<file path="src/include/aadse_pkg.sv">
// shared constants and types for the and / decrement-skip execution block
package aadse_pkg;

    // ------------------------------------------------------------
    // instruction word layout
    // ------------------------------------------------------------
    localparam int          INSTR_W    = 14;
    localparam int          OPC_HI     = 13;
    localparam int          OPC_LO     = 8;
    localparam int          OPC_W      = OPC_HI - OPC_LO + 1;
    localparam int          DEST_BIT   = 7;
    localparam int          FADDR_HI   = 6;
    localparam int          FADDR_LO   = 0;
    localparam int          FADDR_W    = FADDR_HI - FADDR_LO + 1;

    // ------------------------------------------------------------
    // opcodes and destination codes
    // ------------------------------------------------------------
    localparam logic [5:0]  OPC_AND_ACCUMULATOR_WITH_FILE = 6'h05;
    localparam logic [5:0]  OPC_DECREMENT_SKIP_ON_ZERO    = 6'h0B;
    localparam logic        DEST_ACCUM = 1'h0;
    localparam logic        DEST_FILE  = 1'h1;

    // ------------------------------------------------------------
    // data constants and reset values
    // ------------------------------------------------------------
    localparam int          DATA_W_DEF = 8;
    localparam logic [7:0]  DEC_STEP   = 8'h01;
    localparam logic [7:0]  ZERO_VAL   = 8'h00;
    localparam logic [7:0]  DATA_RST   = 8'h00;
    localparam logic [6:0]  FADDR_RST  = 7'h00;

    // ------------------------------------------------------------
    // sequencer states
    // ------------------------------------------------------------
    typedef enum logic [0:0] {
        AADSE_EXEC,
        AADSE_DISCARD
    } aadse_state_t;

endpackage : aadse_pkg

</file>
<file path="src/hdl/aadse_decode.sv">
// opcode and operand field decoder for the execution block
`timescale 1ns/10ps
module aadse_decode
    import aadse_pkg::*;
(
    input  wire logic [INSTR_W-1:0] instr_i,     // instruction word
    output logic                    is_and_o,    // and accumulator with file
    output logic                    is_dec_o,    // decrement skip on zero
    output logic                    to_file_o,   // result goes to file register
    output logic [FADDR_W-1:0]      faddr_o      // file register address
);

    // ------------------------------------------------------------
    // field extraction
    // ------------------------------------------------------------
    logic [OPC_W-1:0] opc;

    // split the word into opcode, destination and address
    always_comb begin
        opc       = instr_i[OPC_HI:OPC_LO];
        is_and_o  = (opc == OPC_AND_ACCUMULATOR_WITH_FILE);
        is_dec_o  = (opc == OPC_DECREMENT_SKIP_ON_ZERO);
        to_file_o = (instr_i[DEST_BIT] == DEST_FILE);
        faddr_o   = instr_i[FADDR_HI:FADDR_LO];
    end

endmodule : aadse_decode

</file>
<file path="src/hdl/aadse_exec.sv">
// execution unit for and-accumulator-with-file and decrement-skip-on-zero
// What this block does
// - opcode 05 ands accumulator with file register, updates zero flag only, one cycle
// - destination bit 0 writes accumulator, 1 writes back the file register
// - opcode 0B writes file register minus one to destination, no flag changes
// - zero decrement result discards the already fetched next instruction
// - discarded slot runs as no-operation, so one cycle or two when skipping
`timescale 1ns/10ps
module aadse_exec
    import aadse_pkg::*;
#(
    parameter int DATA_W = DATA_W_DEF                  // data path width
)(
    input  wire logic               ref_clk_i,         // instruction clock
    input  wire logic               rst_i,             // synchronous reset, high
    input  wire logic               instr_valid_i,     // instruction presented
    input  wire logic [INSTR_W-1:0] instr_i,           // instruction word
    input  wire logic [DATA_W-1:0]  accum_i,           // current accumulator
    input  wire logic [DATA_W-1:0]  file_rdata_i,      // file data at file_raddr_o
    output logic [FADDR_W-1:0]      file_raddr_o,      // file read address
    output logic                    accum_we_o,        // accumulator write pulse
    output logic [DATA_W-1:0]       accum_wdata_o,     // accumulator write data
    output logic                    file_we_o,         // file write pulse
    output logic [FADDR_W-1:0]      file_waddr_o,      // file write address
    output logic [DATA_W-1:0]       file_wdata_o,      // file write data
    output logic                    zero_we_o,         // zero flag write pulse
    output logic                    zero_o,            // zero flag value
    output logic                    discard_o,         // next instruction is dropped
    output logic                    unsupported_o      // other opcode, ignored
);

    // ------------------------------------------------------------
    // elaboration checks
    // ------------------------------------------------------------
    if (DATA_W != DATA_W_DEF) begin : g_width_chk
        $error("aadse_exec: DATA_W must be 8");
    end

    // ------------------------------------------------------------
    // state
    // ------------------------------------------------------------
    typedef struct packed {
        aadse_state_t        state;
        logic                accum_we;
        logic [DATA_W-1:0]   accum_wdata;
        logic                file_we;
        logic [FADDR_W-1:0]  file_waddr;
        logic [DATA_W-1:0]   file_wdata;
        logic                zero_we;
        logic                zero_val;
        logic                unsup;
    } aadse_regs_t;

    aadse_regs_t s;
    aadse_regs_t next_s;

    logic               is_and;
    logic               is_dec;
    logic               to_file;
    logic [FADDR_W-1:0] faddr;
    logic               exec;
    logic [DATA_W-1:0]  accum_eff;
    logic [DATA_W-1:0]  file_eff;
    logic [DATA_W-1:0]  and_res;
    logic [DATA_W-1:0]  dec_res;
    logic [DATA_W-1:0]  result;

    // ------------------------------------------------------------
    // decode
    // ------------------------------------------------------------
    aadse_decode u_decode (
        .instr_i   (instr_i),
        .is_and_o  (is_and),
        .is_dec_o  (is_dec),
        .to_file_o (to_file),
        .faddr_o   (faddr)
    );

    // ------------------------------------------------------------
    // operands and results
    // ------------------------------------------------------------
    // forward last cycle's writes, the outside commits them only now
    always_comb begin
        exec      = instr_valid_i && (s.state == AADSE_EXEC);
        accum_eff = s.accum_we ? s.accum_wdata : accum_i;
        file_eff  = (s.file_we && (s.file_waddr == faddr)) ? s.file_wdata : file_rdata_i;
        and_res   = accum_eff & file_eff;
        dec_res   = file_eff - DEC_STEP;
        result    = is_and ? and_res : dec_res;
    end

    // ------------------------------------------------------------
    // next state
    // ------------------------------------------------------------
    // one execution per valid cycle, dropped slot when discarding
    always_comb begin
        next_s          = s;
        next_s.accum_we = 1'b0;
        next_s.file_we  = 1'b0;
        next_s.zero_we  = 1'b0;
        next_s.unsup    = 1'b0;
        case (s.state)
            AADSE_EXEC: begin
                if (exec && (is_and || is_dec)) begin
                    if (to_file) begin
                        next_s.file_we    = 1'b1;
                        next_s.file_waddr = faddr;
                        next_s.file_wdata = result;
                    end else begin
                        next_s.accum_we    = 1'b1;
                        next_s.accum_wdata = result;
                    end
                end else if (exec) begin
                    next_s.unsup = 1'b1;
                end
                if (exec && is_and) begin
                    next_s.zero_we  = 1'b1;
                    next_s.zero_val = (and_res == ZERO_VAL);
                end
                if (exec && is_dec && (dec_res == ZERO_VAL)) begin
                    next_s.state = AADSE_DISCARD;
                end
            end
            AADSE_DISCARD: begin
                if (instr_valid_i) begin
                    next_s.state = AADSE_EXEC;
                end
            end
            default: begin
                next_s.state = AADSE_EXEC;
            end
        endcase
    end

    // ------------------------------------------------------------
    // registers
    // ------------------------------------------------------------
    // state register with synchronous reset
    always_ff @(posedge ref_clk_i) begin
        if (rst_i) begin
            s.state       <= AADSE_EXEC;
            s.accum_we    <= 1'b0;
            s.accum_wdata <= DATA_RST;
            s.file_we     <= 1'b0;
            s.file_waddr  <= FADDR_RST;
            s.file_wdata  <= DATA_RST;
            s.zero_we     <= 1'b0;
            s.zero_val    <= 1'b0;
            s.unsup       <= 1'b0;
        end else begin
            s <= next_s;
        end
    end

    // ------------------------------------------------------------
    // outputs
    // ------------------------------------------------------------
    // registered writes, combinational read address
    always_comb begin
        file_raddr_o  = faddr;
        accum_we_o    = s.accum_we;
        accum_wdata_o = s.accum_wdata;
        file_we_o     = s.file_we;
        file_waddr_o  = s.file_waddr;
        file_wdata_o  = s.file_wdata;
        zero_we_o     = s.zero_we;
        zero_o        = s.zero_val;
        discard_o     = (s.state == AADSE_DISCARD);
        unsupported_o = s.unsup;
    end

    logic exec_and;
    logic exec_dec;

    // qualified execution strobes
    always_comb begin
        exec_and = exec && is_and;
        exec_dec = exec && is_dec;
    end
endmodule : aadse_exec

</file>
<file path="config.mk">
export PLATFORM = sky130hd
export DESIGN_NAME = aadse_exec
export DESIGN_NICKNAME = d
export VERILOG_FILES = /design/src/include/aadse_pkg.sv /design/src/hdl/aadse_decode.sv /design/src/hdl/aadse_exec.sv
export SDC_FILE = /design/constraint.sdc
export NUM_CORES = 1
export LEC_CHECK = 0
export BUFFER_PORTS_ARGS = -buffer_cell sky130_fd_sc_hd__buf_2
export CAP_MARGIN = 10
export CORE_MARGIN = 2
export CORE_UTILIZATION = 44
export CTS_BUF_LIST = sky130_fd_sc_hd__clkbuf_2 sky130_fd_sc_hd__clkbuf_4 sky130_fd_sc_hd__clkbuf_8
export CTS_CLUSTER_DIAMETER = 100
export DETAILED_ROUTE_END_ITERATION = 6
export PLACE_DENSITY = 0.72
export REMOVE_ABC_BUFFERS = 1
export SETUP_SLACK_MARGIN = 0.3
export SYNTH_ARGS = -nofsm -noshare
export SYNTH_HDL_FRONTEND = slang
export SYNTH_SLANG_ARGS = --single-unit
export TNS_END_PERCENT = 10
</file>
<file path="constraint.sdc">
create_clock -name ref_clk_i -period 3.95 [get_ports ref_clk_i]
set_clock_uncertainty 0.15 [all_clocks]
set_input_delay 0.395 -clock ref_clk_i [delete_from_list [all_inputs] [get_ports ref_clk_i]]
set_output_delay 0.395 -clock ref_clk_i [all_outputs]
set_load 0.1 [all_outputs]
</file>
# Word-level counts from Yosys, hierarchy flattened
# Cells that the tools add are included.
# Widths: inputs -> output; s select.
# totals
inputBits	33
mem_bits_ro	0
out_inout_bits	36
register_bits	29
ramBits	0
memories	0
elab_cells	42
latchBits	0
# op_classes
div_mod_pow	0
muxes	10
multipliers	0
n_reduce_logical	15
n_addsub	1
magnitude_cmp	0
shift	0
eq_ne	3
bitwise	4
# op_table
operator	count
$mux 8	3
$logic_not 8->1	2
$mux 16	1
$mux 9	1
$and 8x8->8	1
$sub 8x1->8 const B	1
$eq 7x7->1	1
$eq 6x3->1 const B	1
$eq 6x4->1 const B	1
$logic_and 1x1->1	6
$reduce_and 3->1	2
$reduce_or 3->1	2
$mux 1	3
$not 1->1	3
$mux 2	1
$pmux 1 s2	1
$reduce_and 2->1	1
$reduce_or 2->1	1
$logic_or 1x1->1	1

# Longest topological paths before layout
# Gate-level depths: netlist (run 1).
# logic_depth
word_depth	8
mapped_depth	11
ltp_nobuf	11

# By module
# From an unflattened synthesis (run 1), not the netlist that was laid out.
# unflattened
cells_unflattened	241
area_unflattened_um2	2008.2
# by_module_without_submodules
mod	cells_each	area_each_um2	n_inst
aadse_exec	229	1915.6	1
aadse_decode	12	92.6	1

# Least setup slack after synthesis (run 1)
# Ideal clock, no wire load.
# synth_path
kind	register to register
startpoint	register s (netlist bit file_waddr_o[5])
endpoint	register s (netlist bit file_wdata_o[6])
setup_slack_ns	0.452
t_required_ns	3.722
arrival_ns	3.270
stages_incl_launch_ff	12
cell_sequence	dfxtp_1 -> xnor2_1 -> nand4_1 -> nor2_4 -> mux2i_1 -> ha_1 -> nand2b_1 -> nor4_1 -> xnor2_1 -> mux2_2 -> o221a_1 -> nor3_1
# synth_via
elab_chain_len	5
word_cells_on_any_way	6
cone_classes	add/sub: 1; eq/ne: 1; mux: 2; bitwise: 1; reduce/logical: 1
# synth_rtl
item	line_no	rtl
start: declaration	aadse_exec.sv:54	aadse_regs_t s;
start signal: assignment	aadse_exec.sv:151	s <= next_s;
$eq 7x7->1 (*)	aadse_exec.sv:86	file_eff = (s.file_we && (s.file_waddr == faddr)) ? s.file_wdata : file_rdata_i;
$logic_and 1x1->1 (*)	aadse_exec.sv:86	
$mux 8 (*)	aadse_exec.sv:86	
$sub 8x1->8 / $and 8x8->8 (equally long branches)	aadse_exec.sv:88, aadse_exec.sv:87	
$mux 8 (*)	aadse_exec.sv:89	result = is_and ? and_res : dec_res;
# Every way passes the cells marked *; elsewhere a longest branch is shown, timed or not.
# A chain may end at the register's enable or synchronous reset.

# Worst setup path in the final report (run 1)
# layout_path
startpoint	register s (netlist bit file_waddr_o[6])
endpoint	register s (netlist bit file_wdata_o[6])
# Same word-level chain as after synthesis.

==> results.cfg, run 1 <==
[final_layout]
diodes = 0
stdcell_count = 343
mostFrequentLayoutCells = buf_2 (68), nand2_1 (30), dfxtp_1 (29), nor2_1 (28)
final_layout_size_suffix_gt1_frac = 0.316
fin_nets = 325
fill_cells = 437
area_growth_syn_to_layout_pct = 17.9
final_util = 0.538
mostFrequentLayoutCell = buf_2
fin_area_um2 = 2330

[drt]
drcViolationCount = 0
vias = 1896
wl_met1_um = 2460
post_drt_wl_per_cell_um = 15.3
first_pass_iters = 4
met2_length_um = 2400
drt-initial-drc-count = 135
wirelength_um = 5250
post_drt_via_cell_ratio = 5.53
wl_met3_um = 333
ant_nets = 0
top_layer_used = met4

[sta]
slew_violations = 0
worst_pin_slew_ps = 554
setup_viol = 0
fmax_ghz = 0.318
rsz0062_at_grt = no
final.setup.tns_ps = 0
layout_min_cycle_time_ps = 3140
hold_viol = 0
slew_headroom = 0.621
fin_crit_sh = 0.795

[setup_path]
reg2reg_from = file_waddr_o[6]
critPathCaptureType = register
required_ps = 4010
ff2ff_setup_slack_ps = 810
critPathLaunch = file_waddr_o[6]
arrival_ps = 3200
path_class = reg2reg
crit_path_start_kind = register
path_max_fanout = 7

[yosys]
yosysWarnings = 0
synth_seq_area_share = 0.294
synth_top_cell_by_area = dfxtp_1
synthFlopType = dfxtp_1
ys_seq_elements = 29
syn_area_um2 = 1970
synth_top_area_share = 0.294
synth.area.top_cells = dfxtp_1 (29%), mux2i_1 (7.1%), xnor2_1 (6.2%)
ys_types = 47
synth.avg_cell_area_um2 = 8.50
syn_inst = 232
synth_async_sr_flop_share = 0
synth-edff-count = 0

[pwr]
power.density_nw_per_um2 = 289
p_leak_uw = 0.000916
vdd_drop_max_uv = 164

[placement]
io_buffer_count = 68
place_inst = 335
hpwl_um = 3900
placed_area_um2 = 2240
place_congestion = 0.888

[clocking]
ctsRootBufferMaster = clkbuf_8
postCtsHoldBufs = 0
cts.clk_slew.worst_paths_ps = 70
cts_made_buffers = 5
insertion_delay_ps = 290
cts_resized = 0
cts_tree = yes
clk_path_buf_depth = 2
cts_setup_buffers = 0
numClockSinks = 29
htreeDepth = 2

[global_routing]
antenna_found_initial = 0
grt_overflow = 0
grt_usage = 0.217
grt_max_degree = 29
grt_pass1_vias = 1767
grt_pass1_wl_um = 8630

[outcome]
status = complete, no violations

[floorplan]
core_um2 = 4320
pin_count = 69
die_h_um = 71.0
row_count = 24
die_x_um = 71.0
dieArea_um2 = 5040
initial_core_util = 0.456

[worst_hold_path]
hold_class = in2reg
min_from = instr_i[7]

[flow_run]
cap_violations = 0
stage by stage:
step	worst slack [ps]	hold WS (ps)	power, uW
after floorplan	307	314	363
after global placement	766	316	433
after detailed placement	710	316	433
after CTS	817	198	678
after global routing	479	209	699
final	809	201	672
synth_stat cells (3+ instances only):
library cell / number
a211oi_1: 10
a21oi_1: 10
a22oi_1: 3
buf_4: 7
buf_6: 3
clkbuf_1: 4
dfxtp_1: 29
mux2_2: 10
mux2i_1: 14
nand2_1: 30
nand2b_1: 5
nand4_1: 4
nor2_1: 28
nor3_1: 10
o221a_1: 6
xnor2_1: 14
xor2_1: 4
report_power, final:
group / leakage (uW) / internal, uW / switching, uW
Clock: 0.0000439 / 121 / 123
Sequential: 0.000234 / 294 / 2.07
Combinational: 0.000638 / 40.2 / 91.2
sequential cells by signal (all words and copies together), names as in the netlist:
| name | count |
|---|---|
| discard_o | 1 |
| file_waddr_o | 7 |
| accum_wdata_o | 8 |
| file_we_o | 1 |
| zero_we_o | 1 |
| unsupported_o | 1 |
| zero_o | 1 |
| file_wdata_o | 8 |
| accum_we_o | 1 |
cell families (layout without fill, tap and decap cells):
logic type               Yosys count  count (layout)  share of synthesized area
AND/OR/NAND/NOR                  100             100                      0.256
AO/OA/AOI/OAI                     38              38                      0.147
flip-flops                        29              29                      0.294
multiplexers                      24              24                      0.128
buffers and inverters             21              80                     0.0818
XOR/XNOR                          18              18                     0.0799
adder cells (fa/ha/maj)            2               2                     0.0127
layer usage:
metal,track usage,vias up
met5,0,-
met4,0.0566,0
met3,0.0541,5
met2,0.342,57
met1,0.299,890
li1,-,944
final cells by class:
| class | instances | area [um^2] | share of cell area |
|---|---|---|---|
| flip-flops and latches | 29 | 581 | 0.250 |
| clock buffers | 5 | 68.8 | 0.0296 |
| well taps | 52 | 65.1 | 0.0280 |
| inverters | 2 | 7.51 | 0.00323 |
| repair buffers | 70 | 355 | 0.153 |
| clock inverters | 3 | 17.5 | 0.00753 |
| multi-input cells | 182 | 1230 | 0.529 |
critical path, cell delays in order (launching register included):
cell	delay, ps
dfxtp_1	330
xnor2_1	260
nand4_1	220
nor2_4	270
mux2i_1	360
ha_1	290
nand2b_1	120
nor4_1	260
xnor2_1	110
mux2_2	300
o221a_1	250
nor3_1	150
final timing paths:
check / endpoint / cells after the start
worst max register to register: file_wdata_o[6] / 11
worst max-delay path: file_wdata_o[6] / 11
worst min-delay path: accum_we_o / 2
worst min register to register: discard_o / 2
Note: power is estimated with default switching activity, not from simulation.
==> run 2, diff against run 1 <==
--- a/config.mk
+++ b/config.mk
@@ -12,7 +12,7 @@
 export CTS_BUF_LIST = sky130_fd_sc_hd__clkbuf_2 sky130_fd_sc_hd__clkbuf_4 sky130_fd_sc_hd__clkbuf_8
 export CTS_CLUSTER_DIAMETER = 100
 export DETAILED_ROUTE_END_ITERATION = 6
-export PLACE_DENSITY = 0.72
+export PLACE_DENSITY = 0.75
 export REMOVE_ABC_BUFFERS = 1
 export SETUP_SLACK_MARGIN = 0.3
 export SYNTH_ARGS = -nofsm -noshare
==> constraint.sdc (replaced) <==
create_clock -name ref_clk_i -period 2.8 [get_ports ref_clk_i]
set_clock_uncertainty 0.15 [all_clocks]
set_input_delay 0.28 -clock ref_clk_i [delete_from_list [all_inputs] [get_ports ref_clk_i]]
set_output_delay 0.28 -clock ref_clk_i [all_outputs]
set_load 0.1 [all_outputs]
==> run 2 against run 1 <==
Worst setup slack got worse by 770 ps. Combinational power increased by 58%. Non-clock buffer count increased by 13. Utilization increased by 5.8 points. Sequential power increased by 41%. Routed wire length increased by 6.1%. Clock power increased by 120%. Power increased by 72%. Final cell count increased by 3.8%. First-iteration DRC count increased by 53%. Critical path depth unchanged. Critical path type unchanged.
==> results.cfg, run 2 (synthesized netlist as in run 1, its figures left out) <==
[outcome]
status = complete, no violations

[global_routing]
grt_max_degree = 29
antenna_found_initial = 0
grt_overflow = 0
grt_pass1_wl_um = 8660
grt_pass1_vias = 1810
grt_usage = 0.217

[placement]
placed_area_um2 = 2290
place_congestion = 0.873
hpwl_um = 3910
io_buffer_count = 68

[drt]
wirelength_um = 5570
post_drt_via_cell_ratio = 5.60
drt-initial-drc-count = 207
vias = 1992
post_drt_wl_per_cell_um = 15.6
ant_nets = 0
drcViolationCount = 0
first_pass_iters = 5

[clocking]
insertion_delay_ps = 290
cts_made_buffers = 5
cts_tree = yes
postCtsHoldBufs = 0
numClockSinks = 29
clk_path_buf_depth = 2
htreeDepth = 2
cts.clk_slew.worst_paths_ps = 70
ctsRootBufferMaster = clkbuf_8

[setup_path]
path_class = reg2reg
required_ps = 2860
arrival_ps = 2820
path_max_fanout = 3
critPathCaptureType = register
crit_path_start_kind = register

[final_layout]
fin_nets = 338
area_growth_syn_to_layout_pct = 30.5
final_layout_size_suffix_gt1_frac = 0.408
mostFrequentLayoutCell = buf_2
fin_area_um2 = 2570
diodes = 0
mostFrequentLayoutCells = buf_2 (68), nand2_1 (30), nor2_1 (28), dfxtp_1 (24), buf_4 (15)

[sta]
slew_headroom = 0.632
hold_viol = 0
worst_pin_slew_ps = 552
slew_violations = 0
setup_viol = 0
rsz0062_at_grt = yes
fmax_ghz = 0.362
fin_crit_sh = 0.987
whs_ps = 80.4
layout_min_cycle_time_ps = 2760

[floorplan]
core_um2 = 4320
die_x_um = 71.0
dieArea_um2 = 5040
die_h_um = 71.0
pin_count = 69
row_count = 24
initial_core_util = 0.456

[pwr]
seqPwrFrac = 0.363
switching_share = 0.274
p_leak_uw = 0.00105
combPwrFrac = 0.179
vdd_drop_max_uv = 247
power.density_nw_per_um2 = 448
switchingPower_uw = 316
pwr-share-clk = 0.458
internal_power_uw = 838

[flow_run]
cap_violations = 0

[worst_hold_path]
hold_class = in2reg
run 2: cell count changes in the layout (fill, tap and decap cells not counted), sizes merged:
cell	change
clkinvlp	-1
bufinv	+2
buf	+13
clkinv	-1
run 2: final timing paths:
kind	start	to	slack [ps]	cells past startpoint
worst max register to register	file_waddr_o[5]	accum_wdata_o[6]	40	11
worst min-delay path	instr_i[7]	accum_we_o	80	2
worst min register to register	discard_o	discard_o	320	2
worst max-delay path	file_waddr_o[5]	accum_wdata_o[6]	40	11
run 2: cell type report:
cell class                      instances  area [um^2]
Fill cell                             393         1750
Multi-Input combinational cell        182         1330
Sequential cell                        29          587
Timing Repair Buffer                   83          453
Clock buffer                            5         68.8
Clock inverter                          3         65.1
Tap cell                               52         65.1
Inverter                                2         7.51
run 2: per-layer routing:
metal	track usage	vias to the layer above	routed length, um
met3	0.0413	12	307
met1	0.290	942	2540
met5	0	-	0
met4	0.0755	0	87
li1	-	976	-
met2	0.351	62	2640
run 2: power groups by stage:
| stage | clock, uW | sequential, uW | combinational [uW] |
|---|---|---|---|
| 2_1_floorplan | 0 | 449 | 62.6 |
| 3_3_place_gp | 0 | 427 | 188 |
| 3_5_place_dp | 0 | 427 | 190 |
| 4_1_cts | 532 | 418 | 195 |
| 5_1_grt | 550 | 418 | 219 |
| 6_report | 529 | 418 | 207 |
run 2: worst max-delay path, cell delays in order (launching register included):
cell      delay (ps)
dfxtp_1          390
xnor2_2          150
nand4_1          200
nor2_4           200
mux2i_2          260
ha_2             230
nand2b_1         110
nor4_4           180
xnor2_1          100
mux2_4           300
o221a_1          240
nor3_1           170
run 2: timing repair:
item	in CTS	in global routing
buffers inserted	2	4
resized for setup	6	16
pin swaps	4	8
endpoints found under the setup margin	7	7
run 2: stage by stage:
stage                     power, uW  utilization  std cells  setup slack (ps)  setup TNS, ps
after global placement          616        0.530        342              48.5              0
final                          1150        0.595        356              36.0              0
after detailed placement        617        0.530        342              -107           -248
after floorplan                 512            -        213              -843          -5580
after global routing           1190        0.595        356             -73.7           -232
after CTS                      1150        0.573        352              98.1              0
